`config.mk`:
```
export PLATFORM = sky130hd
export DESIGN_NAME = bps_sequencer
export DESIGN_NICKNAME = d
export VERILOG_FILES = /design/src/verilog/bps_pkg.sv /design/src/verilog/bps_rise_detect.sv /design/src/verilog/bps_sequencer.sv
export VERILOG_INCLUDE_DIRS = /design/src /design/src/verilog
export SDC_FILE = /design/constraint.sdc
export NUM_CORES = 1
export LEC_CHECK = 0
export BUFFER_PORTS_ARGS = -buffer_cell sky130_fd_sc_hd__buf_2
export CAP_MARGIN = 20
export CORE_MARGIN = 4
export CORE_UTILIZATION = 29
export CTS_CLUSTER_SIZE = 20
export DETAILED_ROUTE_END_ITERATION = 6
export PLACE_DENSITY = 0.52
export REMOVE_ABC_BUFFERS = 1
export SYNTH_ARGS = -nofsm -noshare
export SYNTH_HDL_FRONTEND = slang
export SYNTH_SLANG_ARGS = --single-unit
```
`constraint.sdc`:
```
create_clock -name clk -period 2.3 [get_ports clk]
set_clock_uncertainty 0.15 [all_clocks]
set_input_delay 0.46 -clock clk [delete_from_list [all_inputs] [get_ports clk]]
set_output_delay 0.46 -clock clk [all_outputs]
set_load 0.02 [all_outputs]
```
`src/verilog/bps_cfg.svh`:
```
// Constants for the bipolar stepper phase sequencer.
`ifndef BPS_CFG_SVH
`define BPS_CFG_SVH

// ----------------------------------------------------------------------
// Position stepping
// ----------------------------------------------------------------------
`define BPS_POS_HOME 3'h0
`define BPS_STEP_HALF 3'h1
`define BPS_STEP_FULL 3'h2

// ----------------------------------------------------------------------
// Coil patterns per position, bit order a_pos a_neg b_pos b_neg
// ----------------------------------------------------------------------
`define BPS_PAT_P0 4'hA
`define BPS_PAT_P1 4'h2
`define BPS_PAT_P2 4'h6
`define BPS_PAT_P3 4'h4
`define BPS_PAT_P4 4'h5
`define BPS_PAT_P5 4'h1
`define BPS_PAT_P6 4'h9
`define BPS_PAT_P7 4'h8
`define BPS_PAT_OFF 4'h0

// ----------------------------------------------------------------------
// Coil drive enables per position, bit order coil_a coil_b
// ----------------------------------------------------------------------
`define BPS_EN_BOTH 2'h3
`define BPS_EN_A 2'h2
`define BPS_EN_B 2'h1
`define BPS_EN_NONE 2'h0

`endif

```
`src/verilog/bps_pkg.sv`:
```
// Types shared by the bipolar stepper phase sequencer.
package bps_pkg;

  // ----------------------------------------------------------------------
  // Rotor position within the eight-entry half-step cycle
  // ----------------------------------------------------------------------
  typedef enum logic [2:0] {
    BPS_P0 = 3'h0,
    BPS_P1 = 3'h1,
    BPS_P2 = 3'h2,
    BPS_P3 = 3'h3,
    BPS_P4 = 3'h4,
    BPS_P5 = 3'h5,
    BPS_P6 = 3'h6,
    BPS_P7 = 3'h7
  } bps_pos_t;

  // ----------------------------------------------------------------------
  // Coil output levels and drive enables
  // ----------------------------------------------------------------------
  typedef struct packed {
    logic a_pos;
    logic a_neg;
    logic b_pos;
    logic b_neg;
  } bps_coil_t;

  typedef struct packed {
    logic coil_a;
    logic coil_b;
  } bps_drive_t;

endpackage

```
`src/verilog/bps_rise_detect.sv`:
```
// Rising-edge detector for the step clock input.
`timescale 1ns/1ps
module bps_rise_detect (
  input wire logic clk,
  input wire logic rst_n,
  input wire logic level_in,
  output logic rise_q
);

  logic prev_q;

  // ----------------------------------------------------------------------
  // Edge capture
  // ----------------------------------------------------------------------
  // Reset loads the previous level as high so a clock already high at
  // release is not mistaken for a fresh step.
  always_ff @(posedge clk) begin
    if (!rst_n) begin
      prev_q <= 1'b1;
    end else begin
      prev_q <= level_in;
    end
  end

  always_ff @(posedge clk) begin
    if (!rst_n) begin
      rise_q <= 1'b0;
    end else begin
      rise_q <= level_in & ~prev_q;
    end
  end

endmodule

```
`src/verilog/bps_sequencer.sv`:
```
// Phase sequencer for a two-phase bipolar stepper motor driver.
`timescale 1ns/1ps
`include "bps_cfg.svh"

module bps_sequencer (
  input wire logic clk,
  input wire logic rst_n,
  input wire logic step_clk_in,
  input wire logic rotation_direction_select,
  input wire logic step_size_select,
  input wire logic preset_in,
  output logic coil_a_out_pos,
  output logic coil_a_out_neg,
  output logic coil_b_out_pos,
  output logic coil_b_out_neg,
  output logic coil_a_drive_en,
  output logic coil_b_drive_en
);

  // ----------------------------------------------------------------------
  // Step edge
  // ----------------------------------------------------------------------
  logic step_rise;

  bps_rise_detect u_rise (
    .clk(clk),
    .rst_n(rst_n),
    .level_in(step_clk_in),
    .rise_q(step_rise)
  );

  // ----------------------------------------------------------------------
  // Step qualification
  // ----------------------------------------------------------------------
  // A rise caught in the last cycle of a preset pulse is dropped, not held
  // over, so the home pattern always stands until a fresh step edge.
  logic preset_q;
  logic step_take;

  always_ff @(posedge clk) begin
    if (!rst_n) begin
      preset_q <= 1'b0;
    end else begin
      preset_q <= preset_in;
    end
  end

  assign step_take = step_rise & ~preset_in & ~preset_q;

  // ----------------------------------------------------------------------
  // Neighbour positions
  // ----------------------------------------------------------------------
  bps_pkg::bps_pos_t pos_q;
  bps_pkg::bps_pos_t pos_d;
  bps_pkg::bps_pos_t fwd_half;
  bps_pkg::bps_pos_t rev_half;
  bps_pkg::bps_pos_t fwd_full;
  bps_pkg::bps_pos_t rev_full;

  // A full step taken from a one-coil position moves only one place so
  // the motor lands back on a two-coil position instead of skipping it.
  always_comb begin
    unique case (pos_q)
      bps_pkg::BPS_P0: begin
        fwd_half = bps_pkg::BPS_P1;
        rev_half = bps_pkg::BPS_P7;
        fwd_full = bps_pkg::BPS_P2;
        rev_full = bps_pkg::BPS_P6;
      end
      bps_pkg::BPS_P1: begin
        fwd_half = bps_pkg::BPS_P2;
        rev_half = bps_pkg::BPS_P0;
        fwd_full = bps_pkg::BPS_P2;
        rev_full = bps_pkg::BPS_P0;
      end
      bps_pkg::BPS_P2: begin
        fwd_half = bps_pkg::BPS_P3;
        rev_half = bps_pkg::BPS_P1;
        fwd_full = bps_pkg::BPS_P4;
        rev_full = bps_pkg::BPS_P0;
      end
      bps_pkg::BPS_P3: begin
        fwd_half = bps_pkg::BPS_P4;
        rev_half = bps_pkg::BPS_P2;
        fwd_full = bps_pkg::BPS_P4;
        rev_full = bps_pkg::BPS_P2;
      end
      bps_pkg::BPS_P4: begin
        fwd_half = bps_pkg::BPS_P5;
        rev_half = bps_pkg::BPS_P3;
        fwd_full = bps_pkg::BPS_P6;
        rev_full = bps_pkg::BPS_P2;
      end
      bps_pkg::BPS_P5: begin
        fwd_half = bps_pkg::BPS_P6;
        rev_half = bps_pkg::BPS_P4;
        fwd_full = bps_pkg::BPS_P6;
        rev_full = bps_pkg::BPS_P4;
      end
      bps_pkg::BPS_P6: begin
        fwd_half = bps_pkg::BPS_P7;
        rev_half = bps_pkg::BPS_P5;
        fwd_full = bps_pkg::BPS_P0;
        rev_full = bps_pkg::BPS_P4;
      end
      bps_pkg::BPS_P7: begin
        fwd_half = bps_pkg::BPS_P0;
        rev_half = bps_pkg::BPS_P6;
        fwd_full = bps_pkg::BPS_P0;
        rev_full = bps_pkg::BPS_P6;
      end
    endcase
  end

  // ----------------------------------------------------------------------
  // Position update
  // ----------------------------------------------------------------------
  bps_pkg::bps_pos_t step_pos;

  always_comb begin
    if (rotation_direction_select) begin
      if (step_size_select) begin
        step_pos = rev_half;
      end else begin
        step_pos = rev_full;
      end
    end else begin
      if (step_size_select) begin
        step_pos = fwd_half;
      end else begin
        step_pos = fwd_full;
      end
    end
  end

  always_comb begin
    pos_d = pos_q;
    if (preset_in) begin
      pos_d = bps_pkg::bps_pos_t'(`BPS_POS_HOME);
    end else if (step_take) begin
      pos_d = step_pos;
    end
  end

  always_ff @(posedge clk) begin
    if (!rst_n) begin
      pos_q <= bps_pkg::bps_pos_t'(`BPS_POS_HOME);
    end else begin
      pos_q <= pos_d;
    end
  end

  // ----------------------------------------------------------------------
  // Coil pattern
  // ----------------------------------------------------------------------
  bps_pkg::bps_coil_t coil_d;
  bps_pkg::bps_drive_t drive_d;

  always_comb begin
    unique case (pos_d)
      bps_pkg::BPS_P0: begin
        coil_d = `BPS_PAT_P0;
        drive_d = `BPS_EN_BOTH;
      end
      bps_pkg::BPS_P1: begin
        coil_d = `BPS_PAT_P1;
        drive_d = `BPS_EN_B;
      end
      bps_pkg::BPS_P2: begin
        coil_d = `BPS_PAT_P2;
        drive_d = `BPS_EN_BOTH;
      end
      bps_pkg::BPS_P3: begin
        coil_d = `BPS_PAT_P3;
        drive_d = `BPS_EN_A;
      end
      bps_pkg::BPS_P4: begin
        coil_d = `BPS_PAT_P4;
        drive_d = `BPS_EN_BOTH;
      end
      bps_pkg::BPS_P5: begin
        coil_d = `BPS_PAT_P5;
        drive_d = `BPS_EN_B;
      end
      bps_pkg::BPS_P6: begin
        coil_d = `BPS_PAT_P6;
        drive_d = `BPS_EN_BOTH;
      end
      bps_pkg::BPS_P7: begin
        coil_d = `BPS_PAT_P7;
        drive_d = `BPS_EN_A;
      end
    endcase
    if (preset_in) begin
      coil_d = `BPS_PAT_OFF;
      drive_d = `BPS_EN_NONE;
    end
  end

  // ----------------------------------------------------------------------
  // Output registers
  // ----------------------------------------------------------------------
  // Outputs are registered alongside the position so the pins never
  // glitch while the table decodes.
  always_ff @(posedge clk) begin
    if (!rst_n) begin
      coil_a_out_pos <= 1'b0;
      coil_a_out_neg <= 1'b0;
      coil_b_out_pos <= 1'b0;
      coil_b_out_neg <= 1'b0;
    end else begin
      coil_a_out_pos <= coil_d.a_pos;
      coil_a_out_neg <= coil_d.a_neg;
      coil_b_out_pos <= coil_d.b_pos;
      coil_b_out_neg <= coil_d.b_neg;
    end
  end

  always_ff @(posedge clk) begin
    if (!rst_n) begin
      coil_a_drive_en <= 1'b0;
      coil_b_drive_en <= 1'b0;
    end else begin
      coil_a_drive_en <= drive_d.coil_a;
      coil_b_drive_en <= drive_d.coil_b;
    end
  end

endmodule

```
== Word-level counts from Yosys, hierarchy flattened ==
Memories as Yosys holds them, arrays and structs flattened. A register that Yosys moved wholly into a read port is not among the register bits.
Index checks and enable logic that the tools add are counted.
Widths: inputs -> output; s select.
Storage, ports and cells
  output and inout bits: 6
  memories: 2
  word-level logic and storage cells: 20
  memory bits (read-only): 128
  register bits after elaboration: 6
Operators by class
  reductions and logical operators: 1
  bitwise operators: 7
  mux-type cells: 6
Memory list
  (name not given): depth 8, bits a word 10, read ports 1, clocked after Yosys merged registers in 1, wr ports 0, line bps_sequencer.sv:63  | unique case (pos_q)
  (name not given): depth 8, bits a word 6, read ports 1, clocked after Yosys merged registers in 1, wr ports 0, line bps_sequencer.sv:160  | unique case (pos_d)
Operator list (count)
  $mux 3: 6
  $not 1->1: 4
  $and 1x1->1: 3
  $reduce_or 2->1: 1

== Logic depth before layout (Yosys ltp) ==
  word-level depth: 6
  depth in mapped cells: 9

== Hierarchy ==
From an unflattened synthesis, not the netlist that was laid out.
Unflattened totals
  cells, all modules: 73
  area, all modules: 777.0 sq um
Modules (own cells, without submodules)
  bps_sequencer: seq. area each 340.3 sq um, times used 1, area an instance 721.9 sq um, cells an instance 69
  bps_rise_detect: seq. area each 40.0 sq um, times used 1, area an instance 55.1 sq um, cells an instance 4

== Worst setup path before layout ==
Ideal clock, no wire load.
  kind: input port to flip-flop
  from: in preset_in
  to: reg fwd_half[1] (netlist name)
  path buffers: 2
  setup slack: 0.213 ns
  cell stages on the path: 7
  library setup time: 0.111 ns
  arrival: 1.827 ns
  path through: buf_6 -> nor3b_4 -> nand3_1 -> a21oi_2 -> nand2_1 -> ha_1 -> clkbuf_1
On the way
  longest elaborated chain between the ends: 6
RTL lines
  from (decl): line bps_sequencer.sv:11  | input wire logic preset_in,
  $not 1->1: line bps_sequencer.sv:48  | assign step_take = step_rise & ~preset_in & ~preset_q;
  $and 1x1->1 (2 in series): line bps_sequencer.sv:48
  $mux 3: line bps_sequencer.sv:140  | end else if (step_take) begin
  $mux 3 (*): line bps_sequencer.sv:138  | if (preset_in) begin
  $mux 3 (no source line) (*)
Mark *: on every way between the ends. The rest lies on a longest branch, timed or not.
A chain may end at the register's enable or synchronous reset.

== Worst setup path after layout ==
  from: in step_size_select
  to: reg fwd_half[2] (netlist name)
On the way
  longest elaborated chain between the ends: 5
  elaborated cells on any way between the ends: 6
  those cells by class: mux (6)
RTL lines
  from (decl): line bps_sequencer.sv:10  | input wire logic step_size_select,
  $mux 3, on equally long branches: line bps_sequencer.sv:128, bps_sequencer.sv:122
  $mux 3 (*): line bps_sequencer.sv:121  | if (rotation_direction_select) begin
  $mux 3 (*): line bps_sequencer.sv:140
  $mux 3 (*): line bps_sequencer.sv:138
  $mux 3 (no source line) (*)
Marks and branches as above.

==> flow_metrics.env <==
export IMPL_htree_levels=1
export IMPL_wirelength_met1_um=641
export IMPL_antenna_found_initial=0
export IMPL_maxCapViolCount=0
export IMPL_max_freq_mhz=529
export IMPL_yosysSeqAreaShare_pct=46.4
export IMPL_drv_slew=0
export IMPL_clockBufferDepth=2
export IMPL_postCtsSetupBuffers=0
export IMPL_wire_per_inst_um=11.3
export IMPL_grt_max_degree=15
export IMPL_top_level_ports=12
export IMPL_worst_slack_ns=0.408
export IMPL_die_x_um=61.2
export IMPL_core_um2=2730
export IMPL_cts_resized=0
export IMPL_wl_met2_um=605
export IMPL_gr_total_overflow=0
export IMPL_finalHoldViolCount=0
export IMPL_die_y_um=61.2
export IMPL_finalCritPeriodShare_pct=82.3
export IMPL_numCtsBuffers=3
export IMPL_cp_start_kind="input port"
export IMPL_final_nets=101
export IMPL_syn_area_um2=820
export IMPL_routed_wl_met3_um=96
export IMPL_cts_tree="yes"
export IMPL_cp_max_fo=5
export IMPL_grt_first_pass_wirelength_mm=2.28
export IMPL_setup_tns_ns=0
export IMPL_wirelength_mm=1.36
export IMPL_dp_slack_ns=0.102
export IMPL_setup_viol=0
export IMPL_grt_pass1_vias=504
export IMPL_rsz0062_at_grt="false"
export IMPL_hold_buffers=0
export IMPL_synthCells=75
export IMPL_cp_end_kind="flip-flop"
export IMPL_ys_ff_latch=19
export IMPL_synthTopCellsByArea="dfxtp_1 (46%), ha_1 (6.1%), nand2b_1 (3.8%)"
export IMPL_place_area_um2=913
export IMPL_drtAntennaViolNets=0
export IMPL_hold_path_class="in -> reg"
export IMPL_fin_crit_ns=1.89
export IMPL_routed_top_layer="met4"
export IMPL_netlist_area_leader_share_pct=46.4
export IMPL_track_usage_pct=8.39
export IMPL_dpl_hpwl_mm=1.05
export IMPL_io_buffers=11
export IMPL_ir_worst_vdd_v=0.000316
export IMPL_nFillCells=290
export IMPL_hold_ws_ns=0.213
export IMPL_slew_headroom_pct=74.5
export IMPL_drc=0
export IMPL_synth_distinct_cells=31
export IMPL_drive_above_1_share_pct=33.3
export IMPL_tightest_slew_ns=0.382
export IMPL_firstDrtPassIters=4
export IMPL_gp_congestion=0.829
export IMPL_syn_area_per_cell_um2=10.9
export IMPL_power_density_nw_per_um2=581
export IMPL_vias_per_cell=4.63
export IMPL_clkTransAtPathRegs_ns=0.11
export IMPL_vias=560
export IMPL_crit_arrival_ns=1.92
export IMPL_synth_top_area_cell="dfxtp_1"
export IMPL_start_util_pct=30.0
export IMPL_status="finished, final reports clean"
export IMPL_yosys_warnings=0
export IMPL_clock_sinks=19
export IMPL_row_count=19
export IMPL_fin_area_um2=941
export IMPL_clk_insertion_delay_late_ns=0.29
export IMPL_syn_to_final_growth_pct=14.8
export IMPL_crit_required_ns=2.33
export IMPL_crit_type="in -> reg"
export IMPL_leakage_nw=0.439
export IMPL_insertedDiodeCount=0
export IMPL_cts_root_buffer="clkbuf_4"
export IMPL_drt_iter0_markers=8
export IMPL_dieArea_um2=3740
==> state kept, by name, indices dropped and copies added, names as in the netlist <==
| name | cells |
|---|---|
| coil_a_drive_en | 1 |
| coil_b_drive_en | 1 |
| fwd_half | 2 |
| coil_b_out_pos | 1 |
| u_rise.rise_q | 1 |
| pos_q | 3 |
| coil_a_out_pos | 1 |
| rev_full | 1 |
| fwd_full | 2 |
| rev_half | 2 |
| preset_q | 1 |
| u_rise.prev_q | 1 |
| coil_b_out_neg | 1 |
| coil_a_out_neg | 1 |
==> power breakdown <==
group          switching [mW]  leakage, nW  internal (mW)
registers             0.00218        0.155          0.337
logic                  0.0242        0.267         0.0181
clock network           0.101       0.0177         0.0647
total                   0.127        0.439          0.420
==> path summary, 6_finish.rpt <==
check / from / end / slack [ns] / cells after the start
max: step_size_select / fwd_half[2]$_DFF_P_ / 0.41 / 8
max reg2reg: fwd_full[1]$_DFF_P_ / fwd_half[2]$_DFF_P_ / 0.42 / 7
min reg2reg: u_rise.prev_q$_SDFF_PN1_ / u_rise.rise_q$_SDFF_PN0_ / 0.24 / 1
min: step_clk_in / u_rise.prev_q$_SDFF_PN1_ / 0.21 / 2
==> critical path, stage by stage <==
cell,delay [ns]
buf_2,0.12
mux2_4,0.30
o211a_4,0.25
or2_1,0.29
and2_1,0.20
ha_1,0.19
inv_1,0.05
mux2i_1,0.07
==> cells by family (layout without fill, tap and decap cells) <==
kind of cell,count (synthesis),in the layout,synth area share [%]
and+or+nand+nor,25,25,18.9
DFF,19,19,46.4
AOI/OAI and AO/OA,15,15,17.4
buffers and inverters,8,23,5.50
adders and majority gates,4,4,6.11
muxes,4,4,5.65
==> synthesized netlist by cell type (all sizes together) <==
library cell / number
nand2b: 5
nand2: 5
o31ai: 1
or3b: 1
nor2b: 1
ha: 4
a21oi: 4
mux2: 2
a21boi: 1
dfxtp: 19
o21ai: 1
nor2: 2
o211a: 2
a211o: 1
nand3: 2
o211ai: 2
and2: 5
nor3b: 3
buf: 2
o221ai: 1
a211oi: 1
inv: 4
mux2i: 2
clkbuf: 2
or2: 1
o32ai: 1
==> placed cells by master (no fill, tap or decap), drive strengths merged, types with 2 or more instances in the layout <==
| master | n |
|---|---|
| clkbuf | 3 |
| ha | 4 |
| nor3b | 3 |
| nand2 | 5 |
| mux2 | 2 |
| o211ai | 2 |
| buf | 15 |
| and2 | 5 |
| mux2i | 2 |
| a21oi | 4 |
| o211a | 2 |
| dfxtp | 19 |
| nor2 | 2 |
| nand2b | 5 |
| nand3 | 2 |
| inv | 4 |
==> stage by stage <==
stage	total power, mW	util, %	instances
final	0.547	34.4	121
after global routing	0.571	34.4	121
after CTS	0.556	34.4	121
after detailed placement	0.390	33.4	117
after global placement	0.389	33.4	117
after floorplan	0.370	-	71
==> cell type report <==
cell class	instances	area (um2)	area share, %
sequential	19	380	40.4
clock inverter	1	5.00	0.532
timing repair buffer	15	85.1	9.04
multi-input combinational	48	394	41.9
tap	31	38.8	4.12
clock buffer	3	22.5	2.39
inverter	4	15.0	1.60
==> metal layers <==
metal / up-vias / global-route usage, %
met5: - / 0
met4: 0 / 3.72
met3: 2 / 2.73
met2: 17 / 12.4
met1: 251 / 11.1
li1: 290 / -
Power figures use the tool's default switching activity.
